**src/mplc_map.svh**
```systemverilog
// constants of the multichannel phase lock controller
`ifndef MPLC_MAP_SVH
`define MPLC_MAP_SVH

// synthesis reference distributed by a direct-synthesis master, in Hz
`define MPLC_DDS_REF_HZ       27487800
// phase-locked ceiling for direct-synthesis channels, in Hz
`define MPLC_LOCK_MAX_HZ      10000000
// default ceiling for clock-synthesised channels, in Hz
`define MPLC_PLL_MAX_HZ       40000000
// phase range and full turn, in tenths of a degree
`define MPLC_PHASE_LIMIT      3600
`define MPLC_FULL_TURN        3600
// default channel count and field widths
`define MPLC_NUM_CH           4
`define MPLC_FREQ_W           32
`define MPLC_PHASE_W          13
`define MPLC_POINT_W          16

`endif

```
**src/mplc_pkg.sv**
```systemverilog
// types of the multichannel phase lock controller
package mplc_pkg;

    typedef enum logic [1:0] {
        ROLE_FREE        = 2'h0,
        ROLE_MASTER      = 2'h1,
        ROLE_MASTER_FREQ = 2'h2,
        ROLE_SLAVE       = 2'h3
    } mplc_role_type;

    typedef enum logic [1:0] {
        LOCK_OFF = 2'h1,
        LOCK_ON  = 2'h2
    } mplc_lock_type;

    typedef enum logic [2:0] {
        ERR_NONE         = 3'h0,
        ERR_MULTI_MASTER = 3'h1,
        ERR_NO_MASTER    = 3'h2,
        ERR_MIXED_SYNTH  = 3'h3,
        ERR_FREQ_DIFFER  = 3'h4,
        ERR_NOT_CONT     = 3'h5,
        ERR_FREQ_HIGH    = 3'h6,
        ERR_FREQ_REFUSED = 3'h7
    } mplc_error_type;

endpackage : mplc_pkg

```
**src/mplc_clock_route.sv**
```systemverilog
// per-channel sample clock routing
`timescale 1ns/10ps
module mplc_clock_route (
    input  wire logic clock,
    input  wire logic rst_n,
    input  wire logic clockEnable,
    input  wire logic follow,
    input  wire logic ownIsPll,
    input  wire logic ownDdsTick,
    input  wire logic ownPllTick,
    input  wire logic masterIsPll,
    input  wire logic masterDdsTick,
    input  wire logic masterPllTick,
    output logic      channelTick
);
    logic ownTick;
    logic masterTick;
    logic next_channelTick;

    always_comb begin
        ownTick    = ownIsPll ? ownPllTick : ownDdsTick;
        masterTick = masterIsPll ? masterPllTick : masterDdsTick;
        next_channelTick = follow ? masterTick : ownTick;
    end

    always_ff @(posedge clock) begin
        if (!rst_n) begin
            channelTick <= 1'b0;
        end else if (clockEnable) begin
            channelTick <= next_channelTick;
        end
    end
endmodule : mplc_clock_route

```
**src/mplc_phase_quant.sv**
```systemverilog
// per-channel relative phase and point offset
`timescale 1ns/10ps
`include "mplc_map.svh"
module mplc_phase_quant #(
    parameter int PHASE_W = `MPLC_PHASE_W,
    parameter int POINT_W = `MPLC_POINT_W
) (
    input  wire logic                      clock,
    input  wire logic                      rst_n,
    input  wire logic                      clockEnable,
    input  wire logic                      active,
    input  wire logic signed [PHASE_W-1:0] ownPhase,
    input  wire logic signed [PHASE_W-1:0] masterPhase,
    input  wire logic        [POINT_W-1:0] pointCount,
    output logic signed      [PHASE_W:0]   relPhase,
    output logic signed      [POINT_W:0]   pointOffset
);
    localparam logic signed [PHASE_W:0] TURN = (PHASE_W+1)'(`MPLC_FULL_TURN);
    logic signed [PHASE_W:0] diff;
    logic signed [31:0]      product;
    logic signed [31:0]      points;

    always_comb begin
        diff = (PHASE_W+1)'(ownPhase - masterPhase);
        if (diff > TURN) begin
            diff = (PHASE_W+1)'(diff - TURN - TURN);
        end else if (diff < -TURN) begin
            diff = (PHASE_W+1)'(diff + TURN + TURN);
        end
        product = 32'(diff) * $signed({{(32-POINT_W){1'b0}}, pointCount});
        points  = product / 32'sd3600;
    end

    always_ff @(posedge clock) begin
        if (!rst_n) begin
            relPhase    <= '0;
            pointOffset <= '0;
        end else if (clockEnable) begin
            relPhase    <= active ? diff : '0;
            pointOffset <= active ? (POINT_W+1)'(points) : '0;
        end
    end
endmodule : mplc_phase_quant

```
**src/mplc_lock_ctrl.sv**
```systemverilog
// inter-channel frequency and phase lock controller
`timescale 1ns/10ps
`include "mplc_map.svh"

// How it works
// - slaves take the master's clock when locked
// - any channel master, any subset slaves
// - lock pulse aligns channels, reissued on change
// - synthesis master distributes its reference tick
// - clock-synthesised master distributes its sample clock
// - four roles per channel, free after reset
// - tracking master frequency copied to slaves, relock
// - plain master promoted to tracking for PLL
// - error unless exactly one master
// - error on mixed synthesis kinds
// - error when tracking and frequencies differ
// - error when a locked channel not continuous
// - error when synthesis frequency above ceiling
// - excessive frequency during lock refused, lock stays
// - positive offset advances, negative delays slave
// - relative phase is slave minus master offset
// - synthesis phase 0.1 degree, plus/minus 360
// - arbitrary phase step is turn over points
// - phase or frequency change relocks slaves
// - lock switchable, errors at enable attempt
// - arbitrary length mismatch never flagged
module mplc_lock_ctrl #(
    parameter int NUM_CH      = `MPLC_NUM_CH,
    parameter int FREQ_W      = `MPLC_FREQ_W,
    parameter int PHASE_W     = `MPLC_PHASE_W,
    parameter int POINT_W     = `MPLC_POINT_W,
    parameter int PLL_MAX_HZ  = `MPLC_PLL_MAX_HZ,
    parameter int LOCK_MAX_HZ = `MPLC_LOCK_MAX_HZ
) (
    input  wire logic                                  clock,
    input  wire logic                                  rst_n,
    input  wire logic                                  clockEnable,
    input  wire logic                                  lockOnReq,
    input  wire logic                                  lockOffReq,
    input  wire mplc_pkg::mplc_role_type [NUM_CH-1:0]  roleIn,
    input  wire logic [NUM_CH-1:0]                     roleWrite,
    input  wire logic [NUM_CH-1:0][FREQ_W-1:0]         freqIn,
    input  wire logic [NUM_CH-1:0]                     freqWrite,
    input  wire logic [NUM_CH-1:0][PHASE_W-1:0]        phaseIn,
    input  wire logic [NUM_CH-1:0]                     phaseWrite,
    input  wire logic [NUM_CH-1:0]                     synthIsPll,
    input  wire logic [NUM_CH-1:0]                     continuousMode,
    input  wire logic [NUM_CH-1:0][POINT_W-1:0]        pointCount,
    input  wire logic [NUM_CH-1:0]                     ddsRefTick,
    input  wire logic [NUM_CH-1:0]                     pllClockTick,
    output logic [NUM_CH-1:0]                          channelClockTick,
    output logic [NUM_CH-1:0]                          lockPulse,
    output logic                                       lockActive,
    output mplc_pkg::mplc_role_type [NUM_CH-1:0]       roleOut,
    output logic [NUM_CH-1:0][FREQ_W-1:0]              channelFreq,
    output logic [NUM_CH-1:0][PHASE_W:0]               relPhase,
    output logic [NUM_CH-1:0][POINT_W:0]               pointOffset,
    output mplc_pkg::mplc_error_type                   errorCode,
    output logic                                       errorStrobe
);

    localparam int IDX_W = (NUM_CH > 1) ? $clog2(NUM_CH) : 1;

    localparam logic [FREQ_W-1:0] DDS_CEIL = FREQ_W'(LOCK_MAX_HZ);
    localparam logic [FREQ_W-1:0] PLL_CEIL = FREQ_W'(PLL_MAX_HZ);
    localparam logic signed [PHASE_W-1:0] PHASE_MAX = PHASE_W'(`MPLC_PHASE_LIMIT);

    typedef struct packed {
        mplc_pkg::mplc_lock_type                 lockState;
        mplc_pkg::mplc_role_type [NUM_CH-1:0]    role;
        logic [NUM_CH-1:0][FREQ_W-1:0]           freq;
        logic [NUM_CH-1:0][PHASE_W-1:0]          phase;
        logic [IDX_W-1:0]                        masterIdx;
        logic                                    masterPll;
        mplc_pkg::mplc_error_type                errorCode;
        logic                                    errorStrobe;
        logic [NUM_CH-1:0]                       lockPulse;
    } mplc_state_type;

    mplc_state_type state;
    mplc_state_type next_state;

    logic [NUM_CH-1:0] locked;
    logic [NUM_CH-1:0] follow;
    logic [IDX_W-1:0]  candIdx;
    logic [2:0]        masterCount;

    logic              anyDds;
    logic              anyPll;
    logic              anyNotCont;
    logic              anyTooHigh;
    logic              anyDiffer;

    logic              candTracking;
    logic              relock;
    logic              refused;
    logic              masterFreqWrite;
    logic              tracking;

    mplc_pkg::mplc_error_type checkError;

    function automatic logic [PHASE_W-1:0] clampPhase(
        input logic signed [PHASE_W-1:0] value
    );
        if (value > PHASE_MAX) begin
            return PHASE_MAX;
        end else if (value < -PHASE_MAX) begin
            return -PHASE_MAX;
        end
        return value;
    endfunction : clampPhase

    function automatic logic isMasterRole(
        input mplc_pkg::mplc_role_type role
    );
        return (role == mplc_pkg::ROLE_MASTER) || (role == mplc_pkg::ROLE_MASTER_FREQ);
    endfunction : isMasterRole

    // enable checks over the current configuration
    always_comb begin
        masterCount = 3'h0;
        candIdx     = '0;
        anyDds      = 1'b0;
        anyPll      = 1'b0;
        anyNotCont  = 1'b0;
        anyTooHigh  = 1'b0;
        anyDiffer   = 1'b0;

        for (int i = 0; i < NUM_CH; i++) begin
            if (isMasterRole(state.role[i])) begin
                if (masterCount != 3'h7) begin
                    masterCount = masterCount + 3'h1;
                end
                candIdx = IDX_W'(i);
            end
        end

        for (int i = 0; i < NUM_CH; i++) begin
            if (state.role[i] != mplc_pkg::ROLE_FREE) begin
                anyDds     = anyDds | ~synthIsPll[i];
                anyPll     = anyPll | synthIsPll[i];
                anyNotCont = anyNotCont | ~continuousMode[i];
                if (!synthIsPll[i] && state.freq[i] > DDS_CEIL) begin
                    anyTooHigh = 1'b1;
                end
                if (state.freq[i] != state.freq[candIdx]) begin
                    anyDiffer = 1'b1;
                end
            end
        end

        candTracking = (state.role[candIdx] == mplc_pkg::ROLE_MASTER_FREQ) ||
                       anyPll;

        if (masterCount > 3'h1) begin
            checkError = mplc_pkg::ERR_MULTI_MASTER;
        end else if (masterCount == 3'h0) begin
            checkError = mplc_pkg::ERR_NO_MASTER;
        end else if (anyDds && anyPll) begin
            checkError = mplc_pkg::ERR_MIXED_SYNTH;
        end else if (candTracking && anyDiffer) begin
            checkError = mplc_pkg::ERR_FREQ_DIFFER;
        end else if (anyNotCont) begin
            checkError = mplc_pkg::ERR_NOT_CONT;
        end else if (anyTooHigh) begin
            checkError = mplc_pkg::ERR_FREQ_HIGH;
        end else begin
            checkError = mplc_pkg::ERR_NONE;
        end
    end

    // state update
    always_comb begin
        next_state             = state;
        next_state.errorStrobe = 1'b0;
        next_state.lockPulse   = '0;
        relock                 = 1'b0;
        refused                = 1'b0;
        masterFreqWrite        = 1'b0;

        tracking = (state.role[state.masterIdx] ==
                    mplc_pkg::ROLE_MASTER_FREQ);

        unique case (state.lockState)
            mplc_pkg::LOCK_OFF: begin
                for (int i = 0; i < NUM_CH; i++) begin
                    if (roleWrite[i]) begin
                        next_state.role[i] = roleIn[i];
                    end
                    if (freqWrite[i]) begin
                        next_state.freq[i] = freqIn[i];
                    end
                    if (phaseWrite[i]) begin
                        next_state.phase[i] = clampPhase(phaseIn[i]);
                    end
                end

                if (lockOnReq && !lockOffReq) begin
                    next_state.errorCode   = checkError;
                    next_state.errorStrobe = 1'b1;
                    if (checkError == mplc_pkg::ERR_NONE) begin
                        // commit only on a clean check
                        next_state       = state;
                        next_state.errorCode   = mplc_pkg::ERR_NONE;
                        next_state.errorStrobe = 1'b0;
                        next_state.lockPulse   = '0;
                        next_state.lockState   = mplc_pkg::LOCK_ON;
                        next_state.masterIdx   = candIdx;
                        next_state.masterPll   = anyPll;

                        if (candTracking) begin
                            next_state.role[candIdx] = mplc_pkg::ROLE_MASTER_FREQ;
                        end
                        relock = 1'b1;
                    end else begin
                        next_state       = state;
                        next_state.errorCode   = checkError;
                        next_state.errorStrobe = 1'b1;
                        next_state.lockPulse   = '0;
                    end
                end
            end

            mplc_pkg::LOCK_ON: begin
                if (lockOffReq) begin
                    next_state.lockState = mplc_pkg::LOCK_OFF;
                end else begin
                    for (int i = 0; i < NUM_CH; i++) begin
                        if (phaseWrite[i]) begin
                            next_state.phase[i] = clampPhase(phaseIn[i]);
                            relock = relock | (state.role[i] != mplc_pkg::ROLE_FREE);
                        end
                        if (freqWrite[i]) begin
                            if (state.role[i] != mplc_pkg::ROLE_FREE &&
                                freqIn[i] > (synthIsPll[i] ? PLL_CEIL : DDS_CEIL)) begin
                                refused = 1'b1;
                            end else begin
                                next_state.freq[i] = freqIn[i];
                                relock = relock | (state.role[i] != mplc_pkg::ROLE_FREE);
                                if (IDX_W'(i) == state.masterIdx) begin
                                    masterFreqWrite = 1'b1;
                                end
                            end
                        end
                    end

                    if (masterFreqWrite && tracking) begin
                        for (int i = 0; i < NUM_CH; i++) begin
                            if (state.role[i] == mplc_pkg::ROLE_SLAVE) begin
                                next_state.freq[i] = freqIn[state.masterIdx];
                            end
                        end
                    end

                    if (refused) begin
                        next_state.errorCode   = mplc_pkg::ERR_FREQ_REFUSED;
                        next_state.errorStrobe = 1'b1;
                    end
                end
            end
        endcase

        if (relock) begin
            for (int i = 0; i < NUM_CH; i++) begin
                next_state.lockPulse[i] = (next_state.role[i] != mplc_pkg::ROLE_FREE);
            end
        end
    end

    always_ff @(posedge clock) begin
        if (!rst_n) begin
            state.lockState   <= mplc_pkg::LOCK_OFF;
            state.role        <= {NUM_CH{mplc_pkg::ROLE_FREE}};
            state.freq        <= '0;
            state.phase       <= '0;
            state.masterIdx   <= '0;
            state.masterPll   <= 1'b0;
            state.errorCode   <= mplc_pkg::ERR_NONE;
            state.errorStrobe <= 1'b0;
            state.lockPulse   <= '0;
        end else if (clockEnable) begin
            state <= next_state;
        end
    end

    // per-channel clock routing and phase
    always_comb begin
        for (int i = 0; i < NUM_CH; i++) begin
            locked[i] = (state.lockState == mplc_pkg::LOCK_ON) &&
                        (state.role[i] != mplc_pkg::ROLE_FREE);
            follow[i] = locked[i] &&
                        (state.role[i] == mplc_pkg::ROLE_SLAVE);
        end
    end

    for (genvar ch = 0; ch < NUM_CH; ch++) begin : g_channel

        mplc_clock_route u_route (
            .clock         (clock),
            .rst_n         (rst_n),
            .clockEnable   (clockEnable),
            .follow        (follow[ch]),
            .ownIsPll      (synthIsPll[ch]),
            .ownDdsTick    (ddsRefTick[ch]),
            .ownPllTick    (pllClockTick[ch]),
            .masterIsPll   (state.masterPll),
            .masterDdsTick (ddsRefTick[state.masterIdx]),
            .masterPllTick (pllClockTick[state.masterIdx]),
            .channelTick   (channelClockTick[ch])
        );

        mplc_phase_quant #(
            .PHASE_W (PHASE_W),
            .POINT_W (POINT_W)
        ) u_quant (
            .clock       (clock),
            .rst_n       (rst_n),
            .clockEnable (clockEnable),
            .active      (locked[ch]),
            .ownPhase    (state.phase[ch]),
            .masterPhase (state.phase[state.masterIdx]),
            .pointCount  (pointCount[ch]),
            .relPhase    (relPhase[ch]),
            .pointOffset (pointOffset[ch])
        );

    end

    always_comb begin
        lockPulse   = state.lockPulse;
        lockActive  = (state.lockState == mplc_pkg::LOCK_ON);
        roleOut     = state.role;
        channelFreq = state.freq;
        errorCode   = state.errorCode;
        errorStrobe = state.errorStrobe;
    end
endmodule : mplc_lock_ctrl

```
**config.mk**
```make
export PLATFORM = sky130hd
export DESIGN_NAME = mplc_lock_ctrl
export DESIGN_NICKNAME = d
export VERILOG_FILES = /design/src/mplc_pkg.sv /design/src/mplc_clock_route.sv /design/src/mplc_phase_quant.sv /design/src/mplc_lock_ctrl.sv
export VERILOG_INCLUDE_DIRS = /design/src /design/src/src
export SDC_FILE = /design/constraint.sdc
export NUM_CORES = 2
export LEC_CHECK = 0
export BUFFER_PORTS_ARGS = -buffer_cell sky130_fd_sc_hd__buf_2
export CAP_MARGIN = 20
export CORE_MARGIN = 2
export CORE_UTILIZATION = 58
export DETAILED_ROUTE_END_ITERATION = 7
export PLACE_DENSITY = 0.8
export REMOVE_ABC_BUFFERS = 1
export SYNTH_ARGS = -nofsm -noshare
export SYNTH_HDL_FRONTEND = slang
export SYNTH_SLANG_ARGS = --single-unit
```
**constraint.sdc**
```tcl
create_clock -name clock -period 24.5 [get_ports clock]
set_input_delay 3.675 -clock clock [delete_from_list [all_inputs] [get_ports clock]]
set_output_delay 3.675 -clock clock [all_outputs]
set_load 0.02 [all_outputs]
```
==> impl_metrics.toml <==
[outcome]
violations = "design-rule violations"
outcome = "complete, but fails checks"

[detailed_routing]
first_pass_iters = 8
first_iter_violations = 9547
drtAntennaViolNets = 0
avgViaCountPerCell = 6.679
remaining_drc_errors = 24
totalWireLength_mm = 341.4
dr_total_vias = 91523
wl_per_cell_um = 24.91

[timing]
fin_worst_skew_ns = 0.08561
rsz0062_at_grt = "true"
setup_viol_count_final = 0
min_period_ns = 24.37
worstMarginPinSlew_ns = 1.217
report.final.slew_viol_count = 0
fmax_ghz = 0.04104
post-route-period-util_pct = 99.45
hold_viol_final = 0
relSlewSlack_pct = 18.29

[yosys]
yosys_warnings = 0
synth_cells = 10763
synth_seq_cells = 329
ys_types = 187
synth_area_um2 = 83260
avgSynthCellArea_um2 = 7.736
synthFlopType = "dfxtp_1"
yosysSeqAreaShare_pct = 7.910
synthArstFlopShare_pct = 0
synth_edf_count = 0

[grt]
grt_pass1_vias = 87398
grt_max_degree = 85
grt_pass1_wl_mm = 501.6
antenna_found_initial = 69
gr-total-overflow = 0
track_usage_pct = 43.24

[placed_design]
io_buffers = 557
gp_congestion = 1.062
dpl.hpwl_mm = 257.7

[cells_and_area]
area.growth.synth_to_final_pct = 19.88
final_util_pct = 69.74
multi_input_area_um2 = 75300
drive_gt1_share_pct = 24.87
n_fill_cell = 11462
layout.nets = 13239
seqCellArea_um2 = 6595

[worst_setup_path]
cpMostUsedCell = "buf_4"
rr_worst_depth = 102
r2r_slack_ns = 0.13
worst_setup_path_start_kind = "flop"
cp.required_ns = 25.12
worstSetupPathType = "reg2reg"
cp_slowest_stage_delay_ns = 0.65
cp-endpoint = "g_channel[0].u_quant.pointOffset[14]"
r2r-start = "state[9]"
setup.worst_path.start = "state[9]"
cp_max_fo = 8
end_kind = "flop"
critPathArrivalTime_ns = 24.99
timing.rr.end = "g_channel[0].u_quant.pointOffset[14]"
cp_slowest_cell = "a2111oi_0"

[clock_network]
htree_levels = 2
path_clk_slew_ns = 0.06
cts_tree = "yes"
cts_root_buf = "clkbuf_16"
cts_buffers = 48
clockBufferDepth = 3
cts.sinks = 329
insertion_delay_ns = 0.72

[floorplan]
die_w_um = 382.9
placementRows = 139
dieArea_um2 = 146600
chipHeight_um = 382.9
initial_core_util_pct = 58.17
core_area_um2 = 143100
io_pins = 558

[worst_hold_path]
hold_class = "reg2reg"
hp-start = "g_channel[1].u_quant.pointOffset[7]"

[flow_run]
maxCapViolations = 0
repair_timing:
item,4_1_cts,5_1_grt
buffers inserted,23,224
resized for setup,136,890
setup endpoints to repair,55,68
gates cloned,0,3
hold buffers,0,0
pin swaps,23,308
critical path: cells and delay by family (launching register included):
kind                     cells  cell delay [ns]
multiplexers                 1             0.56
flip-flops                   1             0.39
XOR/XNOR                     6             1.59
AND/OR/NAND/NOR             20             4.48
buffers and inverters       14             1.99
AO/OA/AOI/OAI               52            11.66
adder cells (fa/ha/maj)      9             3.65
registers in the layout, indices dropped and copies added, names as in the netlist:
signal and cells:
channelFreq 128, errorCode 3, errorStrobe 1, g_channel.u_quant.pointOffset 68, g_channel.u_quant.relPhase 56, g_channel.u_route.channelTick 4
lockPulse 4, roleOut 8, state 57
per-layer routing:
metal	part of all wire (%)	vias up	global-route usage, %
met1	37	44106	52.45
met5	0.11	-	0
li1	-	40324	-
met3	12	1446	14.64
met4	6.8	42	24.62
met2	44	5605	66.86
final cells by class:
class / instances / area share (%)
inverter: 883 / 3.336
sequential: 329 / 6.607
antenna: 57 / 0.1429
timing repair buffer: 1541 / 10.43
tap: 1903 / 2.385
clock buffer: 56 / 1.264
multi-input combinational: 8906 / 75.44
clock inverter: 28 / 0.4024
kinds of logic (layout without fill, tap and decap cells):
| kind of cell | count (synthesis) | count (layout) | synth area share, % |
|---|---|---|---|
| other | 0 | 57 | 0 |
| AO/OA/AOI/OAI | 3002 | 3004 | 25.94 |
| buffers and inverters | 1530 | 2508 | 7.918 |
| flip-flops | 329 | 329 | 7.910 |
| multiplexers | 285 | 285 | 4.272 |
| AND/OR/NAND/NOR | 3729 | 3729 | 22.23 |
| adder cells (fa/ha/maj) | 1264 | 1264 | 24.97 |
| XOR/XNOR | 624 | 624 | 6.762 |
metrics by stage:
stage / cells / TNS, ns / worst slack (ns) / area [um^2] / hold WS, ns
floorplan: 10116 / -135.32 / -3.027 / 79990 / 0.4460
global placement: 13309 / -5.775 / -0.7587 / 90920 / 0.4302
detailed placement: 13310 / -22.64 / -1.071 / 90940 / 0.4379
CTS: 13417 / -0.003990 / -0.003990 / 93550 / 0.4457
global route: 13670 / -16.36 / -0.8785 / 99730 / 0.4644
finish: 13703 / 0 / 0.1338 / 99810 / 0.4427
placed cells by master, fill, tap and decap left out, types with 54 or more instances in the layout:
master	synthesis	final
and3_1	96	85
ha_1	577	552
nand3_1	221	209
fa_1	668	664
a22oi_1	263	253
o21ai_1	105	129
a31oi_1	130	92
o21bai_1	64	54
a21oi_2	18	113
nor2_1	822	786
nand4_1	100	100
or2_2	90	90
xnor2_1	445	380
or3_1	85	74
nand2_1	1209	1198
o211ai_1	93	93
nor3_1	191	164
buf_2	46	557
o31ai_1	84	69
a21oi_1	532	427
dfxtp_1	329	324
xor2_1	158	139
a21o_1	125	118
and2_1	364	351
buf_4	162	941
nor2b_1	106	100
xnor2_2	13	72
mux2i_1	191	169
nor4_1	98	79
o21ai_0	455	406
inv_1	879	875
o21a_1	99	83
diode_2	0	57
a211oi_1	217	185
worst min-delay path by stage:
stage,to,slack (ns),cells past startpoint
2_1_floorplan,state[46],0.45,2
3_3_place_gp,g_channel[1].u_quant.pointOffset[11],0.43,2
3_5_place_dp,g_channel[1].u_quant.pointOffset[7],0.44,2
4_1_cts,g_channel[1].u_quant.pointOffset[7],0.45,2
5_1_grt,g_channel[1].u_quant.pointOffset[3],0.46,2
6_report,g_channel[1].u_quant.pointOffset[7],0.44,2
synthesized netlist by cell type (130+ instances only):
library cell / instances / area [um^2]
and2_1: 364 / 2277
mux2i_1: 191 / 1912
xor2_1: 158 / 1384
nor2_1: 822 / 3085
xnor2_1: 445 / 3897
dfxtp_1: 329 / 6586
a21oi_1: 532 / 2663
nand2_1: 1209 / 4538
a211oi_1: 217 / 1629
inv_1: 879 / 3299
buf_4: 162 / 1216
nand3_1: 221 / 1106
o21ai_0: 455 / 2277
clkbuf_1: 389 / 1460
ha_1: 577 / 7219
fa_1: 668 / 13370
a22oi_1: 263 / 1974
a31oi_1: 130 / 813.3
nor3_1: 191 / 955.9
Power is not shown: default switching activity piles up to over one toggle a cycle in this logic, so the estimate is an artifact.
